## config.mk

```make
export PLATFORM = sky130hd
export DESIGN_NAME = ufi_irq_top
export DESIGN_NICKNAME = d
export VERILOG_FILES = /design/src/ufi_pkg.sv /design/src/ufi_group.sv /design/src/ufi_irq_top.sv
export SDC_FILE = /design/constraint.sdc
export NUM_CORES = 1
export LEC_CHECK = 0
export BUFFER_PORTS_ARGS = -buffer_cell sky130_fd_sc_hd__buf_4
export CAP_MARGIN = 20
export CORE_MARGIN = 4
export CORE_UTILIZATION = 55
export CTS_CLUSTER_DIAMETER = 40
export DETAILED_ROUTE_END_ITERATION = 10
export GPL_TIMING_DRIVEN = 0
export PLACE_DENSITY_LB_ADDON = 0.05
export SETUP_SLACK_MARGIN = 0.15
export SKIP_LAST_GASP = 1
export SYNTH_ARGS = -nofsm -noshare
export SYNTH_HDL_FRONTEND = slang
export SYNTH_HIERARCHICAL = 1
export SYNTH_SLANG_ARGS = --single-unit
```

## constraint.sdc

```tcl
create_clock -name CORE_CLK_IN -period 3.9 [get_ports CORE_CLK_IN]
set_clock_uncertainty 0.2 [all_clocks]
set_input_delay 0.195 -clock CORE_CLK_IN [delete_from_list [all_inputs] [get_ports CORE_CLK_IN]]
set_output_delay 0.195 -clock CORE_CLK_IN [all_outputs]
set_load 0.005 [all_outputs]
```

## src/ufi_pkg.sv

```systemverilog
// constants of the usb function interrupt status and mask block
// Behaviour
// - any change of interface event status raises the third usb interrupt line while mask bit 5 is 0
// - interface event status is read-only, 8 bits; writes leave it unchanged
// - writing 0 to a clear register bit forces that status bit to 0; a set event in the same cycle still wins
// - endpoint status bits are invalid when endpoint is not in current setting
// - automatic set-interface handling sets status bit 5 and raises interrupt
// - current alternate setting is readable after automatic interface selection
// - device event mask is read/write in bits 7,6,2,1,0 at address ff37; bits 5..3 read 0
// - mask bit 1 suppresses first usb interrupt for that source; 0 passes
// - mask bit 7 gates bus reset
// - mask bit 6 gates resume/suspend
// - mask bits 2,1,0 gate set-feature, clear-feature, endpoint halt
// - mask register reads 00 after reset
// - bulk-out data flag set when both fifos hold data, cleared on toggle
package ufi_pkg;
    // -----------------------------------------------------------------
    // register addresses
    // -----------------------------------------------------------------
    localparam logic [15:0] ADDR_DEV_STATUS   = 16'hff27;
    localparam logic [15:0] ADDR_BULK_STATUS  = 16'hff2a;
    localparam logic [15:0] ADDR_IF_STATUS    = 16'hff2b;
    localparam logic [15:0] ADDR_DEV_MASK     = 16'hff37;
    localparam logic [15:0] ADDR_BULK_MASK    = 16'hff3a;
    localparam logic [15:0] ADDR_IF_MASK      = 16'hff3b;
    localparam logic [15:0] ADDR_DEV_CLEAR    = 16'hff4a;
    localparam logic [15:0] ADDR_BULK_CLEAR   = 16'hff4d;
    localparam logic [15:0] ADDR_IF_CLEAR     = 16'hff4e;
    localparam logic [15:0] ADDR_ALT_SETTING  = 16'hff51;
    localparam logic [15:0] ADDR_EP_MAP       = 16'hff52;
    // -----------------------------------------------------------------
    // field positions and implemented-bit patterns
    // -----------------------------------------------------------------
    localparam int          BIT_BUS_RESET     = 7;
    localparam int          BIT_RESUME_SUSP   = 6;
    localparam int          BIT_SET_FEATURE   = 2;
    localparam int          BIT_CLR_FEATURE   = 1;
    localparam int          BIT_ENDPOINT_HALT_EVENT       = 0;
    localparam int          BIT_SET_IF_DONE   = 5;
    localparam int          BIT_BULK_FULL     = 3;
    localparam int          BIT_BULK_NULL     = 2;
    localparam int          BIT_BULK_NAK      = 1;
    localparam int          BIT_BULK_DONE     = 0;
    localparam logic [7:0]  DEV_IMPL          = 8'hc7;
    localparam logic [7:0]  BULK_IMPL         = 8'h0f;
    localparam logic [7:0]  IF_IMPL           = 8'h20;
    localparam logic [7:0]  RESET_BYTE        = 8'h00;
    localparam logic [7:0]  CLEAR_READ_BYTE   = 8'hff;
endpackage

```

## src/ufi_group.sv

```systemverilog
// one sticky status group with write-zero clear and mask
module ufi_group
    import ufi_pkg::*;
#(
    parameter logic [7:0] IMPL = 8'hff
) (
    // clock and reset
    input  wire logic       clk_in,
    input  wire logic       rst_n_in,
    // events and control
    input  wire logic [7:0] set_in,
    input  wire logic [7:0] hw_clr_in,
    input  wire logic       clr_wr_in,
    input  wire logic       mask_wr_in,
    input  wire logic [7:0] wdata_in,
    input  wire logic [7:0] valid_in,
    // state
    output logic      [7:0] status_out,
    output logic      [7:0] mask_out,
    output logic            pend_out
);
    logic [7:0] status_d;
    logic [7:0] clr_hit;

    // a zero written to the clear register clears; set still wins
    assign clr_hit  = clr_wr_in ? ~wdata_in : 8'h00;
    assign status_d = ((status_out & ~clr_hit & ~hw_clr_in) | set_in) & IMPL;

    always_ff @(posedge clk_in or negedge rst_n_in) begin
        if (!rst_n_in) begin
            status_out <= RESET_BYTE;
        end else begin
            status_out <= status_d;
        end
    end

    always_ff @(posedge clk_in or negedge rst_n_in) begin
        if (!rst_n_in) begin
            mask_out <= RESET_BYTE;
        end else if (mask_wr_in) begin
            mask_out <= wdata_in & IMPL;
        end
    end

    // invalid endpoint bits never request
    assign pend_out = |(status_out & ~mask_out & valid_in);
endmodule

```

## src/ufi_irq_top.sv

```systemverilog
// usb function interrupt status, mask and clear registers
module ufi_irq_top
    import ufi_pkg::*;
(
    // clock and reset
    input  wire logic        CORE_CLK_IN,
    input  wire logic        RESET_N_IN,
    // register port
    input  wire logic [15:0] ADDR_IN,
    input  wire logic [7:0]  WDATA_IN,
    input  wire logic        WR_IN,
    input  wire logic        RD_IN,
    output logic      [7:0]  RDATA_OUT,
    // device event sources, one-cycle pulses
    input  wire logic        BUS_RESET_EV_IN,
    input  wire logic        RESUME_SUSPEND_EV_IN,
    input  wire logic        SET_FEATURE_EV_IN,
    input  wire logic        CLEAR_FEATURE_EV_IN,
    input  wire logic        ENDPOINT_HALT_EV_IN,
    // bulk-out endpoint sources
    input  wire logic        BULK_NULL_EV_IN,
    input  wire logic        BULK_NAK_EV_IN,
    input  wire logic        BULK_DONE_EV_IN,
    input  wire logic        BULK_BOTH_FULL_IN,
    input  wire logic        BULK_TOGGLE_IN,
    // interface selection
    input  wire logic        SET_IF_DONE_IN,
    input  wire logic [7:0]  ALT_SETTING_IN,
    input  wire logic        BULK_EP_IN_SETTING_IN,
    // interrupt lines, active high
    output logic             USB_IRQ_FIRST_OUT,
    output logic             USB_IRQ_SECOND_OUT,
    output logic             USB_IRQ_THIRD_OUT
);
    import ufi_pkg::*;

    // -----------------------------------------------------------------
    // decode
    // -----------------------------------------------------------------
    function automatic logic hit(input logic [15:0] a, input logic [15:0] r);
        hit = (a == r);
    endfunction

    logic [7:0] dev_set;
    logic [7:0] bulk_set;
    logic [7:0] bulk_hclr;
    logic [7:0] if_set;
    logic [7:0] dev_status;
    logic [7:0] dev_mask;
    logic [7:0] bulk_status;
    logic [7:0] bulk_mask;
    logic [7:0] if_status;
    logic [7:0] if_mask;
    logic       dev_pend;
    logic       bulk_pend;
    logic       if_pend;
    logic [7:0] ep_map_q;
    logic [7:0] alt_q;
    logic [7:0] bulk_valid;
    logic [7:0] if_prev_q;
    logic       if_chg_q;
    logic [7:0] rdata_d;

    // -----------------------------------------------------------------
    // event mapping
    // -----------------------------------------------------------------
    always_comb begin
        dev_set = 8'h00;
        dev_set[BIT_BUS_RESET]   = BUS_RESET_EV_IN;
        dev_set[BIT_RESUME_SUSP] = RESUME_SUSPEND_EV_IN;
        dev_set[BIT_SET_FEATURE] = SET_FEATURE_EV_IN;
        dev_set[BIT_CLR_FEATURE] = CLEAR_FEATURE_EV_IN;
        dev_set[BIT_ENDPOINT_HALT_EVENT]     = ENDPOINT_HALT_EV_IN;
        bulk_set = 8'h00;
        bulk_set[BIT_BULK_NULL]  = BULK_NULL_EV_IN;
        bulk_set[BIT_BULK_NAK]   = BULK_NAK_EV_IN;
        bulk_set[BIT_BULK_DONE]  = BULK_DONE_EV_IN;
        bulk_set[BIT_BULK_FULL]  = BULK_BOTH_FULL_IN & ~BULK_TOGGLE_IN;
        bulk_hclr = 8'h00;
        bulk_hclr[BIT_BULK_FULL] = BULK_TOGGLE_IN;
        if_set = 8'h00;
        if_set[BIT_SET_IF_DONE]  = SET_IF_DONE_IN;
    end

    // endpoint valid only when mapped and in the current setting
    assign bulk_valid = (ep_map_q[0] & BULK_EP_IN_SETTING_IN) ? 8'hff : 8'h00;

    // -----------------------------------------------------------------
    // status groups
    // -----------------------------------------------------------------
    ufi_group #(.IMPL(DEV_IMPL)) u_dev (
        .clk_in     (CORE_CLK_IN),
        .rst_n_in   (RESET_N_IN),
        .set_in     (dev_set),
        .hw_clr_in  (8'h00),
        .clr_wr_in  (WR_IN && hit(ADDR_IN, ADDR_DEV_CLEAR)),
        .mask_wr_in (WR_IN && hit(ADDR_IN, ADDR_DEV_MASK)),
        .wdata_in   (WDATA_IN),
        .valid_in   (8'hff),
        .status_out (dev_status),
        .mask_out   (dev_mask),
        .pend_out   (dev_pend)
    );

    ufi_group #(.IMPL(BULK_IMPL)) u_bulk (
        .clk_in     (CORE_CLK_IN),
        .rst_n_in   (RESET_N_IN),
        .set_in     (bulk_set),
        .hw_clr_in  (bulk_hclr),
        .clr_wr_in  (WR_IN && hit(ADDR_IN, ADDR_BULK_CLEAR)),
        .mask_wr_in (WR_IN && hit(ADDR_IN, ADDR_BULK_MASK)),
        .wdata_in   (WDATA_IN),
        .valid_in   (bulk_valid),
        .status_out (bulk_status),
        .mask_out   (bulk_mask),
        .pend_out   (bulk_pend)
    );

    // status itself has no write path: only set and clear change it
    ufi_group #(.IMPL(IF_IMPL)) u_if (
        .clk_in     (CORE_CLK_IN),
        .rst_n_in   (RESET_N_IN),
        .set_in     (if_set),
        .hw_clr_in  (8'h00),
        .clr_wr_in  (WR_IN && hit(ADDR_IN, ADDR_IF_CLEAR)),
        .mask_wr_in (WR_IN && hit(ADDR_IN, ADDR_IF_MASK)),
        .wdata_in   (WDATA_IN),
        .valid_in   (8'hff),
        .status_out (if_status),
        .mask_out   (if_mask),
        .pend_out   (if_pend)
    );

    // -----------------------------------------------------------------
    // configuration and alternate setting
    // -----------------------------------------------------------------
    always_ff @(posedge CORE_CLK_IN or negedge RESET_N_IN) begin
        if (!RESET_N_IN) begin
            ep_map_q <= RESET_BYTE;
        end else if (WR_IN && hit(ADDR_IN, ADDR_EP_MAP)) begin
            ep_map_q <= WDATA_IN;
        end
    end

    always_ff @(posedge CORE_CLK_IN or negedge RESET_N_IN) begin
        if (!RESET_N_IN) begin
            alt_q <= RESET_BYTE;
        end else if (SET_IF_DONE_IN) begin
            alt_q <= ALT_SETTING_IN;
        end
    end

    // change of the interface status also requests, even when cleared
    always_ff @(posedge CORE_CLK_IN or negedge RESET_N_IN) begin
        if (!RESET_N_IN) begin
            if_prev_q <= RESET_BYTE;
            if_chg_q  <= 1'b0;
        end else begin
            if_prev_q <= if_status;
            if_chg_q  <= (if_prev_q != if_status) && !if_mask[BIT_SET_IF_DONE];
        end
    end

    // -----------------------------------------------------------------
    // interrupt lines, registered
    // -----------------------------------------------------------------
    always_ff @(posedge CORE_CLK_IN or negedge RESET_N_IN) begin
        if (!RESET_N_IN) begin
            USB_IRQ_FIRST_OUT  <= 1'b0;
            USB_IRQ_SECOND_OUT <= 1'b0;
            USB_IRQ_THIRD_OUT  <= 1'b0;
        end else begin
            USB_IRQ_FIRST_OUT  <= dev_pend;
            USB_IRQ_SECOND_OUT <= bulk_pend;
            USB_IRQ_THIRD_OUT  <= if_pend | if_chg_q;
        end
    end

    // -----------------------------------------------------------------
    // read mux
    // -----------------------------------------------------------------
    always_comb begin
        rdata_d = 8'h00;
        if (hit(ADDR_IN, ADDR_DEV_STATUS)) begin
            rdata_d = dev_status;
        end else if (hit(ADDR_IN, ADDR_BULK_STATUS)) begin
            rdata_d = bulk_status & bulk_valid;
        end else if (hit(ADDR_IN, ADDR_IF_STATUS)) begin
            rdata_d = if_status;
        end else if (hit(ADDR_IN, ADDR_DEV_MASK)) begin
            rdata_d = dev_mask;
        end else if (hit(ADDR_IN, ADDR_BULK_MASK)) begin
            rdata_d = bulk_mask;
        end else if (hit(ADDR_IN, ADDR_IF_MASK)) begin
            rdata_d = if_mask;
        end else if (hit(ADDR_IN, ADDR_DEV_CLEAR) || hit(ADDR_IN, ADDR_BULK_CLEAR)
                     || hit(ADDR_IN, ADDR_IF_CLEAR)) begin
            rdata_d = CLEAR_READ_BYTE;
        end else if (hit(ADDR_IN, ADDR_ALT_SETTING)) begin
            rdata_d = alt_q;
        end else if (hit(ADDR_IN, ADDR_EP_MAP)) begin
            rdata_d = ep_map_q;
        end
    end

    always_ff @(posedge CORE_CLK_IN or negedge RESET_N_IN) begin
        if (!RESET_N_IN) begin
            RDATA_OUT <= 8'h00;
        end else if (RD_IN) begin
            RDATA_OUT <= rdata_d;
        end else begin
            RDATA_OUT <= 8'h00;
        end
    end

    // -----------------------------------------------------------------
    // checks
    // -----------------------------------------------------------------
    property p_setif_irq;
        @(posedge CORE_CLK_IN) disable iff (!RESET_N_IN)
        SET_IF_DONE_IN && !if_mask[BIT_SET_IF_DONE] |=> ##1 USB_IRQ_THIRD_OUT;
    endproperty
    a_setif_irq: assert property (p_setif_irq) else $error("set-interface irq missing");

    property p_setif_bit;
        @(posedge CORE_CLK_IN) disable iff (!RESET_N_IN)
        SET_IF_DONE_IN |=> if_status[BIT_SET_IF_DONE];
    endproperty
    a_setif_bit: assert property (p_setif_bit) else $error("status bit 5 not set");

    property p_if_clear;
        @(posedge CORE_CLK_IN) disable iff (!RESET_N_IN)
        WR_IN && hit(ADDR_IN, ADDR_IF_CLEAR) && !WDATA_IN[BIT_SET_IF_DONE]
            && !SET_IF_DONE_IN |=> !if_status[BIT_SET_IF_DONE];
    endproperty
    a_if_clear: assert property (p_if_clear) else $error("clear by zero failed");

    property p_if_ro;
        @(posedge CORE_CLK_IN) disable iff (!RESET_N_IN)
        WR_IN && hit(ADDR_IN, ADDR_IF_STATUS) && !SET_IF_DONE_IN |=> $stable(if_status);
    endproperty
    a_if_ro: assert property (p_if_ro) else $error("status changed by write");

    property p_mask_rd;
        @(posedge CORE_CLK_IN) disable iff (!RESET_N_IN)
        WR_IN && hit(ADDR_IN, ADDR_DEV_MASK) ##1 RD_IN && hit(ADDR_IN, ADDR_DEV_MASK)
            |=> RDATA_OUT == ($past(WDATA_IN, 2) & DEV_IMPL);
    endproperty
    a_mask_rd: assert property (p_mask_rd) else $error("mask readback wrong");

    property p_first_masked;
        @(posedge CORE_CLK_IN) disable iff (!RESET_N_IN)
        ((dev_status & ~dev_mask) == 8'h00) |=> !USB_IRQ_FIRST_OUT;
    endproperty
    a_first_masked: assert property (p_first_masked) else $error("masked source fired");

    property p_bus_reset;
        @(posedge CORE_CLK_IN) disable iff (!RESET_N_IN)
        BUS_RESET_EV_IN && !dev_mask[BIT_BUS_RESET] |=> ##1 USB_IRQ_FIRST_OUT;
    endproperty
    a_bus_reset: assert property (p_bus_reset) else $error("bus reset irq missing");

    property p_bulk_invalid;
        @(posedge CORE_CLK_IN) disable iff (!RESET_N_IN)
        !(ep_map_q[0] && BULK_EP_IN_SETTING_IN) |=> !USB_IRQ_SECOND_OUT;
    endproperty
    a_bulk_invalid: assert property (p_bulk_invalid) else $error("invalid ep raised irq");

    property p_toggle_clr;
        @(posedge CORE_CLK_IN) disable iff (!RESET_N_IN)
        BULK_TOGGLE_IN |=> !bulk_status[BIT_BULK_FULL];
    endproperty
    a_toggle_clr: assert property (p_toggle_clr) else $error("full flag kept on toggle");

    property p_first_line;
        @(posedge CORE_CLK_IN) disable iff (!RESET_N_IN)
        dev_pend |=> USB_IRQ_FIRST_OUT;
    endproperty
    a_first_line: assert property (p_first_line) else $error("first irq not raised");

    property p_second_line;
        @(posedge CORE_CLK_IN) disable iff (!RESET_N_IN)
        bulk_pend |=> USB_IRQ_SECOND_OUT;
    endproperty
    a_second_line: assert property (p_second_line) else $error("second irq not raised");

    property p_third_quiet;
        @(posedge CORE_CLK_IN) disable iff (!RESET_N_IN)
        !if_pend && !if_chg_q |=> !USB_IRQ_THIRD_OUT;
    endproperty
    a_third_quiet: assert property (p_third_quiet) else $error("third irq with no cause");

    // the change path lags the pending path by one cycle
    property p_if_change;
        @(posedge CORE_CLK_IN) disable iff (!RESET_N_IN)
        $changed(if_status) && !if_mask[BIT_SET_IF_DONE] |=> ##1 USB_IRQ_THIRD_OUT;
    endproperty
    a_if_change: assert property (p_if_change) else $error("status change gave no irq");

    property p_if_unused;
        @(posedge CORE_CLK_IN) disable iff (!RESET_N_IN)
        (if_status & ~IF_IMPL) == 8'h00;
    endproperty
    a_if_unused: assert property (p_if_unused) else $error("unused status bit set");

    property p_dev_unused;
        @(posedge CORE_CLK_IN) disable iff (!RESET_N_IN)
        (dev_mask & ~DEV_IMPL) == 8'h00;
    endproperty
    a_dev_unused: assert property (p_dev_unused) else $error("unused mask bit set");

    property p_alt_latch;
        @(posedge CORE_CLK_IN) disable iff (!RESET_N_IN)
        SET_IF_DONE_IN |=> alt_q == $past(ALT_SETTING_IN);
    endproperty
    a_alt_latch: assert property (p_alt_latch) else $error("alternate setting not kept");

    property p_status_rd;
        @(posedge CORE_CLK_IN) disable iff (!RESET_N_IN)
        RD_IN && hit(ADDR_IN, ADDR_IF_STATUS) |=> RDATA_OUT == $past(if_status);
    endproperty
    a_status_rd: assert property (p_status_rd) else $error("status read wrong");

    property p_mask_hold;
        @(posedge CORE_CLK_IN) disable iff (!RESET_N_IN)
        !(WR_IN && hit(ADDR_IN, ADDR_DEV_MASK)) |=> $stable(dev_mask);
    endproperty
    a_mask_hold: assert property (p_mask_hold) else $error("mask changed with no write");

    property p_full_set;
        @(posedge CORE_CLK_IN) disable iff (!RESET_N_IN)
        BULK_BOTH_FULL_IN && !BULK_TOGGLE_IN |=> bulk_status[BIT_BULK_FULL];
    endproperty
    a_full_set: assert property (p_full_set) else $error("full flag not set");

    property p_null_set;
        @(posedge CORE_CLK_IN) disable iff (!RESET_N_IN)
        BULK_NULL_EV_IN |=> bulk_status[BIT_BULK_NULL];
    endproperty
    a_null_set: assert property (p_null_set) else $error("null flag not set");

    property p_dev_clear;
        @(posedge CORE_CLK_IN) disable iff (!RESET_N_IN)
        WR_IN && hit(ADDR_IN, ADDR_DEV_CLEAR) && !WDATA_IN[BIT_BUS_RESET]
            && !BUS_RESET_EV_IN |=> !dev_status[BIT_BUS_RESET];
    endproperty
    a_dev_clear: assert property (p_dev_clear) else $error("bus reset flag not cleared");
endmodule

```

==> results of run 1 <==
[through the flow]
stage / cells / utilization, % / area, sq um
6_report: 541 / 74.7 / 4480
3_3_place_gp: 504 / 68.3 / 4090
3_5_place_dp: 504 / 68.3 / 4090
5_1_grt: 541 / 74.7 / 4480
2_1_floorplan: 371 / - / 3560
4_1_cts: 541 / 74.7 / 4480
[metal layers]
layer | global-route usage [%] | share of wire [%] | vias up
met2 | 42.3 | 50 | 85
li1 | - | - | 1415
met4 | 7.37 | 2.0 | 0
met5 | 0 | 0 | -
met3 | 3.69 | 5.7 | 13
met1 | 31.5 | 42 | 1377
[power by group through the flow]
| stage | Combinational [uW] | Sequential, uW | Clock [uW] |
|---|---|---|---|
| floorplan | 90.9 | 622 | 0 |
| detailed placement | 163 | 629 | 0 |
| global route | 211 | 620 | 368 |
| CTS | 187 | 617 | 352 |
| finish | 191 | 617 | 341 |
| global placement | 159 | 628 | 0 |
[placed cells by master, fill, tap and decap left out, types with 8 or more instances in the layout]
cell,count
mux2_4,8
o21ai_0,10
conb_1,43
dlygate4sd3_1,29
inv_1,11
nand3_1,9
buf_4,86
xor2_1,8
a31o_1,10
nor2_1,19
dfrtp_1,56
o22ai_1,9
nand2b_1,11
nand2_1,19
mux2_2,15
[cell type report]
cell class | count | area [sq um]
well taps | 75 | 93.8
clock buffers | 5 | 68.8
flip-flops and latches | 56 | 1400
plain buffers | 40 | 273
clock inverters | 3 | 27.5
repair buffers | 87 | 726
multi-input cells | 263 | 1840
fillers | 451 | 1510
inverters | 12 | 45.0
[worst max-delay path, delay by kind of cell]
family / cells / cell delay, ps
AOI/OAI and AO/OA: 1 / 260
buffers and inverters: 2 / 650
and+or+nand+nor: 6 / 1730
[worst paths after layout]
check	to	depth (start not counted)
setup / recovery	u_bulk/status_out[3]	9
hold / removal	u_if/mask_out[5]	3
setup reg to reg	RDATA_OUT[1]	6
hold reg to reg	USB_IRQ_THIRD_OUT	1
max in group asynchronous	alt_q[7]	2
min in group asynchronous	if_chg_q	2
[flip-flops by register name, indices dropped and copies added (netlist names)]
| register | flops |
|---|---|
| u_bulk/status_out | 4 |
| u_dev/mask_out | 5 |
| USB_IRQ_FIRST_OUT | 1 |
| u_bulk/mask_out | 4 |
| if_prev_q | 8 |
| ep_map_q | 8 |
| RDATA_OUT | 8 |
| if_chg_q | 1 |
| USB_IRQ_SECOND_OUT | 1 |
| USB_IRQ_THIRD_OUT | 1 |
| u_dev/status_out | 5 |
| u_if/mask_out | 1 |
| u_if/status_out | 1 |
| alt_q | 8 |
[cell families (layout without fill, tap and decap cells)]
| logic type | count (synthesis) | count (layout) | synth area share, % |
|---|---|---|---|
| other cells | 5 | 43 | 0.549 |
| simple gates | 111 | 111 | 21.2 |
| xor+xnor | 8 | 8 | 2.05 |
| flops | 56 | 56 | 41.0 |
| compound gates | 75 | 75 | 16.5 |
| buf+inv | 52 | 147 | 9.29 |
| mux | 26 | 26 | 9.44 |
[what timing repair did]
item / CTS / global route
buffers inserted: 0 / 0
hold endpoints to repair: 94 / 0
setup endpoints to repair: 0 / 0
hold buffers: 29 / 0
==> out/qor.txt, run 1 <==
Drt pass-1 iters - 4
Register area share after synthesis - 41.0%
Ys Warns - 6
Hold crit path type - in2reg
Final hold vios - 0
Worst hold slack - 123 ps
CTS Buffer Depth - 2
Total grt overflow - 0
Hold path startpoint - WR_IN
CTS tree - yes
Synth top area cells - dfrtp_1, buf_4, mux2_2
FF-to-FF setup slack - 2030 ps
Worst Path Arrival - 2850 ps
Worst-path cell chain - buf_4 > nand4_4 > nor2_1 > and3_1 > nand3_1 > nor3_1 > nand2b_1 > a31o_2 > dlygate4sd3_1
Total GRT Usage - 24.4%
WP data required - 3920 ps
# clock sinks - 56
Die width - 86.9 microns
VDD IR max - 217 uV
Setup crit start kind - input port
Internal power - 841 uW
Max Clk Rate - 354 MHz
Power per Cell Area - 257 nW/um^2
Vias - 2890
Total power - 1150 uW
Number of global-route vias before repair - 2924
HPWL after detailed placement - 6.54 mm
Gates resized, CTS repair - 0
WL/cell - 16.0 microns
Commonest cells in the netlist - dfrtp_1, buf_4, nand2_1, nor2_1, mux2_2
Synthesis-to-layout area growth - 31.0%
Number of diodes - 0
Worst slew pin tran - 775 ps
Final setup viols - 0
Max Cap Viol - 0
Iter 0 DRT Violations - 115
Core Footprint - 5990 sq um
Die area - 7540 sq um
Starting Density - 57.1%
Tcrit/Tclk final - 72.5%
Post-DRT Antenna Nets - 0
Antenna violations before repair - 0
Biggest area consumer among synthesized cells - dfrtp_1
Net Sw Power - 309 uW
Crit Path Category - in2reg
Root buf cell - clkbuf_8
Routed WL - 8.65 mm
Leakage Power - 0.00201 uW
Unique cell type count in the Yosys netlist - 60
Crit path time final - 2830 ps
Synth top area share - 41.0%
Maximum number of pins on one net before global-route repair - 57
CTS Buf Count - 5
Clock share of power - 29.7%
Die H - 86.9 microns
Worst-path fanout max - 8
Rel. slew slack - 47.8%
Via-per-instance ratio - 5.34
Port bufs - 58
Outcome - finished clean
Placement Setup Slack - 1330 ps
Clock transition at the registers of the reported paths - 110 ps
Sw frac - 26.8%
CP Capture Type - register
Post-synth top flop - dfrtp_1
Worst r2r src - ep_map_q[0]
CP Launch Point - ADDR_IN[13]
Slowest cell on the critical path - nor3_1
H-tree depth reported by CTS - 2
Setup WS post-layout - 1070 ps
RSZ-0062 raised after global routing - false
Final TNS setup - 0 ps
Avg Inst Size Synth - 10.3 sq um
Yosys reg bits - 56
Ports - 59
Final net count - 513
Synth Instances - 333
Register share of total power - 53.7%
Global-route wire length before repair - 14.2 mm
Gpl congestion - 0.907
Post-synth EDFFs - 0
Fin. max-slew vios - 0
Synthesized area - 3420 sq um
DR DRC count - 0
Clock latency on the worst-skew pair - 320 ps
Comb power frac - 16.6%
Row count - 28
CP peak stage delay - 550 ps
Ys async rst share - 100%
Layout cells sized above 1 - 30.0%
Count leader, synth - dfrtp_1
(Power assumes the default switching activity.)
==> run 2: changes to the inputs <==
Settings changed: ABC_AREA set to 1.
Clock period 3.9 ns to 2.93 ns, I/O delays scaled along.
==> run 2 against run 1 <==
  * Flip-flop and latch count did not move
  * Sequential share of layout area shrank 1.6 points
  * Design area grew 5.3%
  * Synthesized cell count increased by 41%
  * Clock power grew 27%
  * First-iteration DRC count is 54% higher
  * Register-to-register slack lost 720 ps
  * Utilization decreased by 0.096 points
  * Count of clock-buffer cells in the layout unchanged
==> out/qor.txt, run 2 <==
Post-synth EDFFs - 0
Post-Layout Cell Count - 689
Starting Density - 56.5%
Crit path time final - 1900 ps
Count leader, synth - nand2_1
Synth top area share - 39.3%
Clock transition at the registers of the reported paths - 110 ps
Crit path buf inv count - 3
Number of diodes - 0
Hold crit path type - in2reg
Port bufs - 58
Core Footprint - 6310 sq um
Max Cap Viol - 0
Vias - 3210
Number of global-route vias before repair - 2973
Ys Warns - 6
Final hold vios - 0
CP top delay family - buffers and inverters
Row count - 29
Placement Setup Slack - 941 ps
CTS tree - yes
Final net count - 659
Synthesis-to-layout area growth - 32.1%
Worst slew pin tran - 703 ps
Hold-fix buffers at CTS - 38
CTS Buf Count - 5
Synthesized area - 3570 sq um
Global-route wire length before repair - 13.6 mm
H-tree depth reported by CTS - 2
DR DRC count - 0
Final setup viols - 0
Outcome - finished clean
Register area share after synthesis - 39.3%
Maximum number of pins on one net before global-route repair - 57
Gates resized, CTS repair - 0
Unique cell type count in the Yosys netlist - 37
Ports - 59
Rel. slew slack - 53.1%
Layout cells sized above 1 - 24.8%
Leakage Power - 0.00251 uW
Yosys reg bits - 56
Antenna violations before repair - 0
RSZ-0062 raised after global routing - false
Placed insts - 643
CP peak stage delay - 560 ps
Commonest cells in the netlist - nand2_1, inv_1, dfrtp_1
WL/cell - 11.9 microns
Die area - 7840 sq um
Gpl congestion - 0.888
Most frequent cells in the layout - nand2_1, buf_4, inv_1
WP data required - 2940 ps
Worst Path Arrival - 1910 ps
Worst-path cell chain - buf_4 > nand2_1 > nor2_1 > nand2_2 > nor2_2 > nand2_1 > nor2_1 > inv_1 > o21ai_0 > o21bai_1 > dlygate4sd3_1
Commonest non-fill, non-tap cell in the layout - nand2_1
Setup WS post-layout - 1030 ps
Worst r2r src - ep_map_q[0]
Worst-path fanout max - 5
Clock latency on the worst-skew pair - 320 ps
Max Clk Rate - 526 MHz
Post-CTS setup buffers - 0
Synth Instances - 470
Fillcell total - 518
Via-per-instance ratio - 4.66
Hold path startpoint - WR_IN
Synth top area cells - dfrtp_1, nand2_1, inv_1
Final TNS setup - 0 ps
Power per Cell Area - 315 nW/um^2
Fin. max-slew vios - 0
Setup crit start kind - input port
VDD IR max - 259 uV
Die width - 88.6 microns
Iter 0 DRT Violations - 177
# clock sinks - 56
HPWL after detailed placement - 6.06 mm
Tcrit/Tclk final - 64.9%
Crit Path Category - in2reg
Routed WL - 8.17 mm
Drt pass-1 iters - 5
Slowest cell on the critical path - dlygate4sd3_1
Post-DRT Antenna Nets - 0
Biggest area consumer among synthesized cells - dfrtp_1
Root buf cell - clkbuf_8
Ys async rst share - 100%
Avg Inst Size Synth - 7.59 sq um
Die H - 88.6 microns
Post-synth top flop - dfrtp_1
CP Launch Point - ADDR_IN[11]
Total grt overflow - 0
CP Capture Type - register
Total GRT Usage - 22.6%
CTS Buffer Depth - 2
-- run 2: changes by cell type after synthesis, sizes merged, moves of 6 or more --
cell / previous run / this run
nor2: 19 / 54
nand2b: 11 / 0
nand3: 9 / 31
o21bai: 0 / 17
o21ai: 11 / 38
nand2: 19 / 113
a21oi: 10 / 16
mux2: 26 / 10
o22ai: 9 / 0
a22oi: 7 / 0
inv: 12 / 69
a31o: 14 / 0
-- run 2: path summary, 6_finish.rpt --
| check | end | slack [ps] | depth (start not counted) |
|---|---|---|---|
| max | u_dev/status_out[7] | 1030 | 11 |
| min | ep_map_q[0] | 50 | 4 |
| max reg2reg | RDATA_OUT[1] | 1310 | 7 |
| min reg2reg | USB_IRQ_THIRD_OUT | 250 | 1 |
| max in group asynchronous | alt_q[5] | 1850 | 2 |
| min in group asynchronous | if_prev_q[4] | 210 | 2 |
-- run 2: logic make-up (layout without fill, tap and decap cells) --
group	after synthesis	count (layout)	share of synthesized area, %
compound gates	74	74	13.0
flops	56	56	39.3
other cells	5	43	0.526
buf+inv	108	212	15.2
simple gates	210	210	27.1
xor+xnor	7	7	1.72
mux	10	10	3.16
-- run 2: area by class of cell --
class / instances / area [sq um] / share of cell area [%]
multi-input combinational: 344 / 1770 / 37.5
timing repair buffer: 96 / 816 / 17.3
tap: 77 / 96.3 / 2.04
buffer: 37 / 277 / 5.87
clock buffer: 5 / 68.8 / 1.46
clock inverter: 3 / 21.3 / 0.451
inverter: 71 / 267 / 5.65
sequential: 56 / 1400 / 29.7
-- run 2: power by group --
| group | total (uW) | switching, uW | internal [uW] |
|---|---|---|---|
| sequential | 817 | 17.7 | 799 |
| combinational | 234 | 98.5 | 136 |
| clock | 432 | 262 | 170 |
| total | 1480 | 378 | 1110 |
-- run 2: stage by stage --
stage                     area (sq um)  utilization (%)  total power, uW  hold WS [ps]
final                             4710             74.7             1480          53.4
after global routing              4710             74.7             1560          76.7
after CTS                         4710             74.7             1500          47.7
after detailed placement          4240             67.2             1020          47.3
after global placement            4240             67.2             1020          39.7
after floorplan                   3710                -              928          -349
-- run 2: worst reg2reg max path, stage by stage (launching register included) --
cell and delay, ps:
dfrtp_1 390, nand2_1 70, clkinv_1 320, nand2_1 200, o21ai_0 90, nand3b_1 160, nand2_1 60, inv_1 40
-- run 2: metal layers --
layer  wire [microns]  vias to the layer above  GRT usage [%]
li1                 -                     1678              -
met1             3490                     1445           29.0
met2             4150                       71           39.2
met3              368                       16           2.51
met4              165                        0           8.38
met5                0                        -              0
==> run 3: changes to the inputs <==
Settings changed: CORE_UTILIZATION 55 to 52.
Clock period 2.93 ns to 1.65 ns, I/O delays scaled along.
==> run 3 against run 2 <==
  * Utilization is 1.5 points higher
  * Critical path depth is 3 higher
  * Design area is 4.9% higher
  * Non-clock buffer count is 5 higher
  * Final cell count is 0.73% higher
  * Clock power is 74% higher
  * Via count is 1.0% higher
  * First-iteration DRC count is 22% lower
  * Power is 77% higher
  * Largest power group unchanged
==> out/qor.txt, run 3 (synthesis gave the netlist of run 2 again) <==
CTS tree - yes
Number of diodes - 0
Synthesis-to-layout area growth - 38.6%
Global-route wire length before repair - 14.2 mm
CP Capture Type - register
Worst-path cell chain - buf_8 > nor2_4 > inv_2 > nor3_4 > nand2_4 > buf_6 > buf_6 > nand3_2 > o21bai_1 > nand2_1 > nand2_1 > nand2_1 > nand2_2 > a21oi_2
Drt pass-1 iters - 4
Clock transition at the registers of the reported paths - 100 ps
Via-per-instance ratio - 4.67
H-tree depth reported by CTS - 2
Gpl congestion - 0.915
Max Clk Rate - 645 MHz
Row count - 29
Worst-path fanout max - 4
Slowest cell on the critical path - nor3_4
Starting Density - 54.9%
Die area - 8250 sq um
Final setup viols - 0
Vias - 3242
Setup crit start kind - input port
Antenna violations before repair - 0
Clock latency on the worst-skew pair - 310 ps
Placement Setup Slack - -209 ps
CTS Buf Count - 5
Worst path most repeated cell - nand2_1
Die H - 90.8 microns
Rel. slew slack - 54.5%
CP peak stage delay - 340 ps
RSZ-0062 raised after global routing - true
Routed WL - 8.78 mm
CTS Buffer Depth - 2
DR DRC count - 0
# clock sinks - 56
Power per Cell Area - 532 nW/um^2
Most frequent cells in the layout - nand2_1, buf_4, inv_1
Crit Path Category - in2reg
Die width - 90.8 microns
Hold crit path type - in2reg
Final hold vios - 0
Outcome - finished clean
WL/cell - 12.6 microns
VDD IR max - 367 uV
Post-Layout Cell Count - 694
Total grt overflow - 0
Post-DRT Antenna Nets - 0
Placed insts - 643
Core Footprint - 6490 sq um
WP data required - 1700 ps
Commonest non-fill, non-tap cell in the layout - nand2_1
Worst Path Arrival - 1600 ps
Setup WS post-layout - 100 ps
Root buf cell - clkbuf_8
Ports - 59
Iter 0 DRT Violations - 138
Number of global-route vias before repair - 3095
Final net count - 664
Total GRT Usage - 21.3%
Maximum number of pins on one net before global-route repair - 57
Tcrit/Tclk final - 93.9%
Port bufs - 58
Worst hold slack - 104 ps
HPWL after detailed placement - 6.20 mm
Leakage Power - 0.00264 uW
Max Cap Viol - 0
Fin. max-slew vios - 0
Crit path time final - 1550 ps
Layout cells sized above 1 - 32.1%
Worst slew pin tran - 683 ps
-- run 3: worst max-delay path, delay by kind of cell --
kind,cells,cell delay (ps)
AND/OR/NAND/NOR,8,900
buffers and inverters,4,420
AO/OA/AOI/OAI,2,220
-- run 3: final cells by class --
| type | instances | area [sq um] |
|---|---|---|
| Inverter | 71 | 274 |
| Timing Repair Buffer | 102 | 901 |
| Tap cell | 77 | 96.3 |
| Fill cell | 506 | 1550 |
| Multi-Input combinational cell | 344 | 1900 |
| Buffer | 36 | 287 |
| Clock buffer | 5 | 68.8 |
| Sequential cell | 56 | 1400 |
| Clock inverter | 3 | 18.8 |
-- run 3: power by group --
part | internal, uW | leakage (uW) | switching, uW
logic | 237 | 0.00197 | 190
registers | 1420 | 0.000625 | 33.2
clock network | 297 | 0.0000479 | 455
total | 1950 | 0.00264 | 678
-- run 3: final timing paths --
path,slack (ps),end,cells after the start,start
worst max-delay path,100,RDATA_OUT[7],14,ADDR_IN[6]
worst min-delay path,100,RDATA_OUT[5],7,ADDR_IN[3]
worst max register to register,180,RDATA_OUT[7],10,ep_map_q[7]
worst min register to register,260,USB_IRQ_THIRD_OUT,1,if_chg_q
max in group asynchronous,650,alt_q[1],2,RESET_N_IN
min in group asynchronous,140,USB_IRQ_THIRD_OUT,2,RESET_N_IN
-- run 3: timing repair --
item | 4_1_cts | 5_1_grt
pin swaps | 0 | 27
gates resized for setup | 5 | 59
endpoints found under the hold margin | 100 | 0
setup buffers | 0 | 11
hold buffers | 30 | 0
gates cloned | 0 | 3
setup endpoints to repair | 7 | 26
-- run 3: per-layer routing --
metal | part of all wire, % | track usage [%] | up-vias
li1 | - | - | 1690
met4 | 1.0 | 4.77 | 0
met5 | 0 | 0 | -
met3 | 3.7 | 3.42 | 7
met1 | 44 | 28.3 | 1491
met2 | 52 | 36.6 | 54
-- run 3: per-stage QoR --
stage	setup TNS (ps)	area, sq um	utilization, %	total power, uW
finish	0	4950	76.2	2630
global route	0	4950	76.2	2780
CTS	0	4660	71.7	2630
detailed placement	-3530	4250	65.5	1810
global placement	-2680	4250	65.5	1800
floorplan	0	3720	-	1650
